<file path="config.mk">
export PLATFORM = sky130hd
export DESIGN_NAME = dsc_top
export DESIGN_NICKNAME = d
export VERILOG_FILES = /design/src/dsc_pkg.sv /design/src/dsc_conv.sv /design/src/dsc_top.sv
export VERILOG_INCLUDE_DIRS = /design/src /design/src/src
export SDC_FILE = /design/constraint.sdc
export NUM_CORES = 1
export LEC_CHECK = 0
export BUFFER_PORTS_ARGS = -buffer_cell sky130_fd_sc_hd__buf_2
export CORE_UTILIZATION = 60
export DETAILED_ROUTE_END_ITERATION = 6
export GPL_TIMING_DRIVEN = 0
export HOLD_SLACK_MARGIN = 0.02
export PLACE_DENSITY = 0.8
export SLEW_MARGIN = 20
export SYNTH_ARGS = -nofsm -noshare
export SYNTH_HDL_FRONTEND = slang
export SYNTH_SLANG_ARGS = --single-unit
</file>
<file path="constraint.sdc">
create_clock -name clk -period 3.2 [get_ports clk]
set_input_delay 0.64 -clock clk [delete_from_list [all_inputs] [get_ports clk]]
set_output_delay 0.64 -clock clk [all_outputs]
set_load 0.1 [all_outputs]
</file>
<file path="src/dsc_defines.svh">
// Offsets, field positions, reset values and timing counts of the converter status block
`ifndef DSC_DEFINES_SVH
`define DSC_DEFINES_SVH

// Register byte offsets
`define DSC_OFS_STATUS 12'h15c
`define DSC_OFS_CFG1 12'h168
`define DSC_OFS_CFG2 12'h198

// Status register field positions
`define DSC_ST_BUSY_LSB 0
`define DSC_ST_SETL_LSB 8
`define DSC_ST_FAULT_LSB 16

// Configuration register field positions, channel D down to A
`define DSC_D_OE 30
`define DSC_D_PU 29
`define DSC_D_OV 28
`define DSC_D_OR_LSB 24
`define DSC_C_OE 22
`define DSC_C_PU 21
`define DSC_C_OV 20
`define DSC_C_OR_LSB 16
`define DSC_B_OE 14
`define DSC_B_PU 13
`define DSC_B_OV 12
`define DSC_B_OR_LSB 8
`define DSC_A_OE 6
`define DSC_A_PU 5
`define DSC_A_OV 4
`define DSC_A_OR_LSB 0

// Writable bits of a configuration register; bits 31, 23, 15 and 7 stay zero
`define DSC_CFG_MASK 32'h7f7f_7f7f
`define DSC_CFG_RESET 32'h0000_0000
`define DSC_SETTLED_RESET 1'b1

// Timing, times in ns at a 10 ns clock
`define DSC_CLK_PERIOD_NS 10
`define DSC_SETTLE_NS 24000
`define DSC_CONV_PULSE_NS 100
`define DSC_RECOVERY_NS 500
`define DSC_RST_PULSE_NS 1000
`define DSC_SETTLE_CYC (`DSC_SETTLE_NS / `DSC_CLK_PERIOD_NS)
`define DSC_CONV_CYC ((`DSC_CONV_PULSE_NS + `DSC_CLK_PERIOD_NS - 1) / `DSC_CLK_PERIOD_NS)
`define DSC_RECOVERY_CYC ((`DSC_RECOVERY_NS + `DSC_CLK_PERIOD_NS - 1) / `DSC_CLK_PERIOD_NS)
`define DSC_RST_CYC ((`DSC_RST_PULSE_NS + `DSC_CLK_PERIOD_NS - 1) / `DSC_CLK_PERIOD_NS)
`define DSC_SCLK_HALF_CYC 2
`define DSC_FRAME_BITS 32

`endif

</file>
<file path="src/dsc_pkg.sv">
// Types shared by the converter status and configuration block
`default_nettype none

package dsc_pkg;
    typedef logic [31:0] dsc_word_t;
    typedef logic [15:0] dsc_count_t;

    // Output range codes
    typedef enum logic [3:0] {
        DSC_RANGE_0_5V = 4'h0,
        DSC_RANGE_0_10V = 4'h1,
        DSC_RANGE_PM5V = 4'h3,
        DSC_RANGE_PM10V = 4'h4,
        DSC_RANGE_4_20MA = 4'hc,
        DSC_RANGE_0_24MA = 4'he
    } dsc_range_t;

    // Per-converter engine states
    typedef enum logic [2:0] {
        DSC_IDLE,
        DSC_RST_PULSE,
        DSC_SHIFT,
        DSC_CONV_PULSE,
        DSC_RECOVER
    } dsc_state_t;
endpackage : dsc_pkg

`default_nettype wire

</file>
<file path="src/dsc_conv.sv">
// Per-converter engine: reset pulse, serial configuration frame and conversion pulse
`include "dsc_defines.svh"
`default_nettype none

module dsc_conv (
    input wire logic clk,
    input wire logic resetn,
    input wire logic req_rst,
    input wire logic req_cfg,
    input wire logic req_conv,
    input wire dsc_pkg::dsc_word_t cfg_word,
    output logic take_rst,
    output logic take_cfg,
    output logic take_conv,
    output logic engine_busy,
    output logic ser_sclk,
    output logic ser_sdin,
    output logic ser_sync_n,
    output logic chip_reset_n,
    output logic chip_ldac_n
);
    import dsc_pkg::*;

    dsc_state_t state;
    dsc_count_t cnt;
    dsc_word_t shreg;
    logic [4:0] bitcnt;
    logic [1:0] div;

    // Requests are taken only when idle; reset outranks configuration outranks conversion
    assign take_rst = (state == DSC_IDLE) && req_rst;
    assign take_cfg = (state == DSC_IDLE) && !req_rst && req_cfg;
    assign take_conv = (state == DSC_IDLE) && !req_rst && !req_cfg && req_conv;
    assign engine_busy = (state != DSC_IDLE);

    // Sequencer
    always_ff @(posedge clk) begin
        if (!resetn) begin
            state <= DSC_IDLE;
            cnt <= 16'h0000;
            shreg <= 32'h0000_0000;
            bitcnt <= 5'h00;
            div <= 2'h0;
            ser_sclk <= 1'b0;
            ser_sdin <= 1'b0;
            ser_sync_n <= 1'b1;
            chip_reset_n <= 1'b1;
            chip_ldac_n <= 1'b1;
        end else begin
            case (state)
                DSC_IDLE: begin
                    if (take_rst) begin
                        chip_reset_n <= 1'b0;
                        cnt <= 16'(`DSC_RST_CYC - 1);
                        state <= DSC_RST_PULSE;
                    end else if (take_cfg) begin
                        shreg <= cfg_word;
                        ser_sdin <= cfg_word[31];
                        ser_sync_n <= 1'b0;
                        bitcnt <= 5'(`DSC_FRAME_BITS - 1);
                        div <= 2'h0;
                        state <= DSC_SHIFT;
                    end else if (take_conv) begin
                        chip_ldac_n <= 1'b0;
                        cnt <= 16'(`DSC_CONV_CYC - 1);
                        state <= DSC_CONV_PULSE;
                    end
                end
                DSC_RST_PULSE: begin
                    if (cnt == 16'h0000) begin
                        // Release the chip and reconfigure it at once
                        chip_reset_n <= 1'b1;
                        shreg <= cfg_word;
                        ser_sdin <= cfg_word[31];
                        ser_sync_n <= 1'b0;
                        bitcnt <= 5'(`DSC_FRAME_BITS - 1);
                        div <= 2'h0;
                        state <= DSC_SHIFT;
                    end else begin
                        cnt <= cnt - 16'h0001;
                    end
                end
                DSC_SHIFT: begin
                    if (div == 2'(`DSC_SCLK_HALF_CYC - 1)) begin
                        div <= 2'h0;
                        ser_sclk <= !ser_sclk;
                        if (ser_sclk) begin
                            if (bitcnt == 5'h00) begin
                                ser_sync_n <= 1'b1;
                                cnt <= 16'(`DSC_RECOVERY_CYC - 1);
                                state <= DSC_RECOVER;
                            end else begin
                                shreg <= {shreg[30:0], 1'b0};
                                ser_sdin <= shreg[30];
                                bitcnt <= bitcnt - 5'h01;
                            end
                        end
                    end else begin
                        div <= div + 2'h1;
                    end
                end
                DSC_CONV_PULSE: begin
                    if (cnt == 16'h0000) begin
                        chip_ldac_n <= 1'b1;
                        cnt <= 16'(`DSC_RECOVERY_CYC - 1);
                        state <= DSC_RECOVER;
                    end else begin
                        cnt <= cnt - 16'h0001;
                    end
                end
                DSC_RECOVER: begin
                    if (cnt == 16'h0000) begin
                        state <= DSC_IDLE;
                    end else begin
                        cnt <= cnt - 16'h0001;
                    end
                end
                default: begin
                    state <= DSC_IDLE;
                end
            endcase
        end
    end
endmodule : dsc_conv

`default_nettype wire

</file>
<file path="src/dsc_top.sv">
// Status and configuration logic for two quad-channel output converters
//
// Functional notes
// - Read-only global status register at 0x15C
// - Fault flags bits 16/17 follow low fault pins
// - Settle flags bits 8/9 mark fixed 24us
// - Busy bits 0/1 cover transfers and recovery
// - Busy also covers reset and auto-reconfiguration
// - Configuration registers at 0x168 and 0x198
// - Configuration writes accept 32, 16, 8 bits
// - Configuration write queues serial transfer to chip
// - Configuration write sets busy until sent
// - Over-range bit widens voltage ranges 20 percent
// - Channel D fields at bits 30..24
// - Channel C fields at bits 22..16
// - Channel B fields at bits 14..12
// - Channel A bits 6..0, B range 11:8
// - Output range codes as listed, others reserved
`include "dsc_defines.svh"
`default_nettype none

module dsc_top (
    input wire logic clk,
    input wire logic resetn,
    input wire logic reg_wr,
    input wire logic reg_rd,
    input wire logic [11:0] reg_addr,
    input wire logic [3:0] reg_be,
    input wire dsc_pkg::dsc_word_t reg_wdata,
    output var dsc_pkg::dsc_word_t reg_rdata,
    output logic reg_rvalid,
    input wire logic [1:0] conv_req,
    input wire logic [1:0] rst_req,
    input wire logic [1:0] fault_n_pin,
    output logic [1:0] ser_sclk,
    output logic [1:0] ser_sdin,
    output logic [1:0] ser_sync_n,
    output logic [1:0] chip_reset_n,
    output logic [1:0] chip_ldac_n
);
    import dsc_pkg::*;

    ////////////////////////////////////////////////////////////////////////////////
    // Helpers

    // Byte-lane merge of a write into a configuration word, reserved bits forced low
    function automatic dsc_word_t dsc_merge(input dsc_word_t old, input dsc_word_t wd,
                                            input logic [3:0] be);
        dsc_word_t res;
        res = old;
        for (int i = 0; i < 4; i++) begin
            if (be[i]) begin
                res[i*8 +: 8] = wd[i*8 +: 8];
            end
        end
        return res & `DSC_CFG_MASK;
    endfunction : dsc_merge

    // Address of the configuration register of one converter
    function automatic logic [11:0] dsc_cfg_addr(input int idx);
        return (idx == 0) ? `DSC_OFS_CFG1 : `DSC_OFS_CFG2;
    endfunction : dsc_cfg_addr

    ////////////////////////////////////////////////////////////////////////////////
    // Storage

    dsc_word_t cfg [2];
    logic [1:0] cfg_pending;
    logic [1:0] conv_pending;
    logic [1:0] rst_pending;
    logic [1:0] busy;
    logic [1:0] settled;
    logic [1:0] fault;
    logic [1:0] fault_meta;
    logic [1:0] fault_sync;
    dsc_count_t settle_cnt [2];
    logic [1:0] cfg_wr_hit;
    logic [1:0] take_rst;
    logic [1:0] take_cfg;
    logic [1:0] take_conv;
    logic [1:0] engine_busy;

    // Write strobes per configuration register, any byte lane counts
    always_comb begin
        for (int i = 0; i < 2; i++) begin
            cfg_wr_hit[i] = reg_wr && (reg_addr == dsc_cfg_addr(i)) && (reg_be != 4'h0);
        end
    end

    ////////////////////////////////////////////////////////////////////////////////
    // Configuration registers

    // Byte-lane writes; fields OE/PU/OV/range per channel pass unchanged to the chip
    always_ff @(posedge clk) begin
        if (!resetn) begin
            cfg[0] <= `DSC_CFG_RESET;
            cfg[1] <= `DSC_CFG_RESET;
        end else begin
            for (int i = 0; i < 2; i++) begin
                if (cfg_wr_hit[i]) begin
                    cfg[i] <= dsc_merge(cfg[i], reg_wdata, reg_be);
                end
            end
        end
    end
    // Field layout D, C, B, A at 30..24, 22..16, 14..8, 6..0 held by the mask
    // Channel C and B enable/power-up bits sit at 22/21 and 14/13
    // Channel A at 6..0 and B range at 11:8
    // Range codes are stored as written, reserved codes included

    ////////////////////////////////////////////////////////////////////////////////
    // Request queues

    // Pending flags; a new request in the cycle it is taken stays pending
    always_ff @(posedge clk) begin
        if (!resetn) begin
            cfg_pending <= 2'b00;
            conv_pending <= 2'b00;
            rst_pending <= 2'b00;
        end else begin
            for (int i = 0; i < 2; i++) begin
                if (cfg_wr_hit[i]) begin
                    cfg_pending[i] <= 1'b1;
                end else if (take_cfg[i]) begin
                    cfg_pending[i] <= 1'b0;
                end
                if (conv_req[i]) begin
                    conv_pending[i] <= 1'b1;
                end else if (take_conv[i]) begin
                    conv_pending[i] <= 1'b0;
                end
                if (rst_req[i]) begin
                    rst_pending[i] <= 1'b1;
                end else if (take_rst[i]) begin
                    rst_pending[i] <= 1'b0;
                end
            end
        end
    end

    // One engine per converter
    for (genvar g = 0; g < 2; g++) begin : g_conv
        dsc_conv u_conv (
            .clk(clk),
            .resetn(resetn),
            .req_rst(rst_pending[g]),
            .req_cfg(cfg_pending[g]),
            .req_conv(conv_pending[g]),
            .cfg_word(cfg[g]),
            .take_rst(take_rst[g]),
            .take_cfg(take_cfg[g]),
            .take_conv(take_conv[g]),
            .engine_busy(engine_busy[g]),
            .ser_sclk(ser_sclk[g]),
            .ser_sdin(ser_sdin[g]),
            .ser_sync_n(ser_sync_n[g]),
            .chip_reset_n(chip_reset_n[g]),
            .chip_ldac_n(chip_ldac_n[g])
        );
    end

    ////////////////////////////////////////////////////////////////////////////////
    // Status flags

    // Busy covers queued and running work, recovery included, settling excluded
    always_ff @(posedge clk) begin
        if (!resetn) begin
            busy <= 2'b00;
        end else begin
            for (int i = 0; i < 2; i++) begin
                busy[i] <= cfg_wr_hit[i] | cfg_pending[i] | conv_pending[i]
                    | rst_pending[i] | rst_req[i] | conv_req[i] | engine_busy[i];
            end
        end
    end

    // Fault pins are asynchronous: two flops before use
    always_ff @(posedge clk) begin
        if (!resetn) begin
            fault_meta <= 2'b11;
            fault_sync <= 2'b11;
        end else begin
            fault_meta <= fault_n_pin;
            fault_sync <= fault_meta;
        end
    end

    // Fault flag set while the pin is low
    always_ff @(posedge clk) begin
        if (!resetn) begin
            fault <= 2'b00;
        end else begin
            fault <= ~fault_sync;
        end
    end

    // Settle timers restart at each conversion pulse
    always_ff @(posedge clk) begin
        if (!resetn) begin
            settled <= {2{`DSC_SETTLED_RESET}};
            settle_cnt[0] <= 16'h0000;
            settle_cnt[1] <= 16'h0000;
        end else begin
            for (int i = 0; i < 2; i++) begin
                if (take_conv[i]) begin
                    settled[i] <= 1'b0;
                    settle_cnt[i] <= 16'(`DSC_SETTLE_CYC);
                end else if (settle_cnt[i] == 16'h0001) begin
                    settled[i] <= 1'b1;
                    settle_cnt[i] <= 16'h0000;
                end else if (settle_cnt[i] != 16'h0000) begin
                    settle_cnt[i] <= settle_cnt[i] - 16'h0001;
                end
            end
        end
    end

    ////////////////////////////////////////////////////////////////////////////////
    // Read path

    // Registered read data, unmapped offsets read zero, status writes ignored
    always_ff @(posedge clk) begin
        if (!resetn) begin
            reg_rdata <= 32'h0000_0000;
            reg_rvalid <= 1'b0;
        end else begin
            reg_rvalid <= reg_rd;
            if (!reg_rd) begin
                reg_rdata <= 32'h0000_0000;
            end else if (reg_addr == `DSC_OFS_STATUS) begin
                reg_rdata <= 32'h0000_0000;
                reg_rdata[`DSC_ST_FAULT_LSB +: 2] <= fault;
                reg_rdata[`DSC_ST_SETL_LSB +: 2] <= settled;
                reg_rdata[`DSC_ST_BUSY_LSB +: 2] <= busy;
            end else if (reg_addr == `DSC_OFS_CFG1) begin
                reg_rdata <= cfg[0];
            end else if (reg_addr == `DSC_OFS_CFG2) begin
                reg_rdata <= cfg[1];
            end else begin
                reg_rdata <= 32'h0000_0000;
            end
        end
    end

    ////////////////////////////////////////////////////////////////////////////////
    // Assertions

    AST_FAULT_FOLLOWS_PIN: assert property (@(posedge clk) disable iff (!resetn)
        $fell(fault_n_pin[0]) |-> ##3 fault[0])
        else $error("fault flag did not follow low pin");

    AST_SETTLE_CLEARS: assert property (@(posedge clk) disable iff (!resetn)
        take_conv[0] |=> !settled[0])
        else $error("settle flag not cleared at conversion");

    AST_SETTLE_SETS: assert property (@(posedge clk) disable iff (!resetn)
        $rose(settled[0]) |-> $past(settle_cnt[0]) == 16'h0001)
        else $error("settle flag set at wrong time");

    AST_SETTLE_HOLDS: assert property (@(posedge clk) disable iff (!resetn)
        take_conv[1] ##1 !take_conv[1] [*8] |-> !settled[1])
        else $error("settle flag set too early");

    AST_BUSY_ON_CFG_WRITE: assert property (@(posedge clk) disable iff (!resetn)
        cfg_wr_hit[0] |=> busy[0] ##1 busy[0])
        else $error("busy not set after configuration write");

    AST_BUSY_UNTIL_SENT: assert property (@(posedge clk) disable iff (!resetn)
        $rose(ser_sync_n[1]) |=> busy[1])
        else $error("busy dropped before recovery");

    AST_BUSY_IN_RESET: assert property (@(posedge clk) disable iff (!resetn)
        !chip_reset_n[0] |=> busy[0])
        else $error("busy clear during converter reset");

    AST_RESET_RECONFIG: assert property (@(posedge clk) disable iff (!resetn)
        $rose(chip_reset_n[0]) |-> !ser_sync_n[0])
        else $error("no reconfiguration after reset");

    AST_CFG_SENT: assert property (@(posedge clk) disable iff (!resetn)
        cfg_wr_hit[1] && !engine_busy[1] && !rst_pending[1] |=> ##[1:2] !ser_sync_n[1])
        else $error("configuration frame not started");

    AST_BYTE_LANES: assert property (@(posedge clk) disable iff (!resetn)
        cfg_wr_hit[1] && reg_be == 4'h1 |=> cfg[1][31:8] == $past(cfg[1][31:8]))
        else $error("byte write touched other lanes");

    AST_FULL_WRITE: assert property (@(posedge clk) disable iff (!resetn)
        cfg_wr_hit[1] && reg_be == 4'hf |=> cfg[1] == ($past(reg_wdata) & `DSC_CFG_MASK))
        else $error("configuration word not stored");

    AST_RESERVED_ZERO: assert property (@(posedge clk) disable iff (!resetn)
        {cfg[0][31], cfg[0][23], cfg[0][15], cfg[0][7]} == 4'h0)
        else $error("reserved configuration bit set");

    AST_STATUS_LAYOUT: assert property (@(posedge clk) disable iff (!resetn)
        reg_rd && reg_addr == `DSC_OFS_STATUS |=> reg_rdata[31:18] == 14'h0000
        && reg_rdata[15:10] == 6'h00 && reg_rdata[7:2] == 6'h00 && reg_rvalid)
        else $error("status reserved bits not zero");
endmodule : dsc_top

`default_nettype wire
</file>
==> results.cfg <==
[timing]
period_share_pct = 95.4
finalSetupViolCount = 0
fmax_ghz = 0.328
finalClockSkew_ns = 0.00995
fin_crit_ns = 3.05
worst_pin_slew_ns = 1.09
slew_headroom_pct = 27.3
hold_viol_final = 0
whs_ns = 0.305
slew_viol_final = 0
rsz0062_at_grt = no

[synthesis]
synth.largest_area_cell = dfxtp_1
yosysSeqAreaShare_pct = 51.7
synth-edff-count = 88
yosys_most_used_dff = dfxtp_1
syn_inst = 1247
synth_top_area_share_pct = 29.0
yosys_register_bits = 257
syn_area_um2 = 11700
syn_area_per_cell_um2 = 9.35
ys.warnings.count = 0
synthTopCellsByArea = dfxtp_1 (29%), edfxtp_1 (23%), nor2_1 (5.3%), nand2_1 (5.0%), a311oi_1 (4.6%)
synth_cell_types = 80
async_flop_share_pct = 0

[critical_path]
cp-start-kind = input pin
path_class = input pin to register
timing.rr.end = g_conv[0].u_conv.shreg[19]
crit_path_end_kind = register
cp_data_required_time_ns = 3.39
worstSetupEndpoint = cfg[0][30]
crit_arrival_ns = 3.24
reg2regPathDepth = 8
worstSetupStartpoint = reg_addr[10]
r2r_start = g_conv[0].u_conv.cnt[0]
cp_max_fo = 10
rrSetupSlack_ns = 0.17

[cts]
clock_latency_ns = 0.53
clockRootBuffer = clkbuf_16
cts_hold_buffers = 0
cts_inserted_buffers = 27
cts.sinks = 257
cts_tree = built
htree_levels = 1
clock_path_buffers = 3
clkTransAtPathRegs_ns = 0.06

[die]
die_x_um = 141
die_area_um2 = 20000
ios = 101
placementRows = 50
core_um2 = 18900
die_h_um = 141
initial_core_util_pct = 61.7

[job]
cap_violations = 0

[power_and_ir_drop]
power_frac_comb_pct = 38.8
switching_share_pct = 39.4
intPower_uw = 8380
p_switching_uw = 5440
power-per-cell-area_nw_per_um2 = 1030
pwr-share-seq_pct = 36.4
clkPwrFrac_pct = 24.8
leakage_uw = 0.00513
ir_worst_vdd_mv = 0.562

[finish]
drive_gt1_share_pct = 14.1
post-route-util_pct = 71.1
final_nets = 1445
mostFrequentLayoutCell = dfxtp_1
synthToLayoutAreaGrowth_pct = 15.3
diodes = 0
mostFrequentLayoutCells = dfxtp_1 (169), nor2_1 (166), nand2_1 (156)

[outcome]
outcome = finished, final reports clean

[drt]
via_per_inst = 6.20
vias = 10200
wl_met3_um = 2680
drcViolationCount = 0
routed.top_layer = met4
routed_wl_um = 31300
met2_length_um = 14700
first_iter_violations = 1230
wl_per_cell_um = 18.9
wl_met1_um = 12900
drt_first_pass_iters = 7
drtAntennaViolNets = 0

[global_routing]
antenna_found_initial = 0
gr-total-overflow = 0
grt_pass1_wl_um = 49600
grt_pass1_vias = 9525
grt.total_usage_pct = 31.4
grt_max_degree = 17

[worst_hold_path]
worstHoldPathType = input pin to register

[placed_design]
port_buffers = 92
dp_hpwl_um = 22100
gp_congestion = 0.934
-- state kept, by name, summed over array words and instances, names as in the netlist, 4 cells and up --
register / count
g_conv.u_conv.state: 6
g_conv.u_conv.cnt: 32
cfg: 56
g_conv.u_conv.div: 4
reg_rdata: 28
g_conv.u_conv.shreg: 62
settle_cnt: 32
g_conv.u_conv.bitcnt: 10
-- worst min path at each step --
stage                   start       endpoint  slack (ns)  depth (start not counted)
5_1_grt        fault_n_pin[0]  fault_meta[0]        0.31                          2
3_3_place_gp    fault_meta[0]  fault_sync[0]        0.39                          1
4_1_cts        fault_n_pin[1]  fault_meta[1]        0.29                          2
3_5_place_dp    fault_meta[0]  fault_sync[0]        0.39                          1
2_1_floorplan   fault_sync[0]       fault[0]        0.36                          1
6_report       fault_n_pin[1]  fault_meta[1]        0.30                          2
-- routing by layer --
metal  up-vias  global-route usage, %
met5         -                      0
met4         0                   11.0
met3        77                   4.83
met2       499                   50.9
met1      4896                   42.8
li1       4773                      -
-- kinds of logic (layout without fill, tap and decap cells) --
family / Yosys count / after routing / synth area share (%)
AOI/OAI and AO/OA: 279 / 279 / 16.9
xor gates and xnor gates: 30 / 30 / 2.25
adders and majority gates: 14 / 14 / 1.50
buffers and inverters: 123 / 266 / 4.64
DFF: 257 / 257 / 51.7
muxes: 2 / 2 / 0.172
other: 1 / 4 / 0.0322
and+or+nand+nor: 541 / 541 / 22.8
-- timing repair --
item,4_1_cts,5_1_grt
pin swaps,1,1
resized for setup,0,0
buffers inserted,1,1
endpoints found under the setup margin,16,16
cloned,0,0
-- critical path: stages --
cell and delay, ns:
buf_2 0.10, nor4b_1 0.28, nand3_1 0.14, nor3_1 0.87, clkbuf_1 0.55, and2_1 0.29, nand2_1 0.08, nand2_1 0.29
-- stage by stage --
step / TNS, ns / instance area (µm²) / cells / power, µW / setup WS [ns]
3_5_place_dp: -19.06 / 12500 / 1602 / 10300 / -0.331
6_report: 0 / 13400 / 1653 / 13800 / 0.147
5_1_grt: 0 / 13400 / 1653 / 14600 / 0.0541
2_1_floorplan: 0 / 11700 / 1250 / 8960 / 0.579
3_3_place_gp: -15.66 / 12500 / 1602 / 10100 / -0.295
4_1_cts: 0 / 13400 / 1652 / 13700 / 0.0737
-- cell type report --
class | count | area (µm²)
Inverter | 34 | 128
Tap cell | 260 | 325
Clock buffer | 31 | 691
Buffer | 89 | 413
Clock inverter | 18 | 282
Sequential cell | 257 | 6030
Timing Repair Buffer | 94 | 475
Fill cell | 1500 | 5450
Multi-Input combinational cell | 870 | 5100
-- synthesized netlist by cell type (15+ instances only) --
cell type and number:
inv_1 33, nor3_1 25, and2_1 31, clkbuf_1 58, a31oi_1 16, or3_1 18, a22oi_1 25, xnor2_1 24
a21oi_1 58, nor4_1 15, edfxtp_1 88, nand3_1 28, a311oi_1 61, nor2_1 166, nand2b_1 23, nand2_1 156
o21ai_0 48, buf_4 17, dfxtp_1 169
-- power groups by stage --
stage	Combinational (µW)	Clock (µW)	Sequential (µW)
floorplan	4110	0	4850
global placement	5080	0	5010
detailed placement	5220	0	5050
CTS	5270	3440	5000
global route	5910	3570	5130
finish	5360	3420	5030
(Power assumes the default switching activity.)
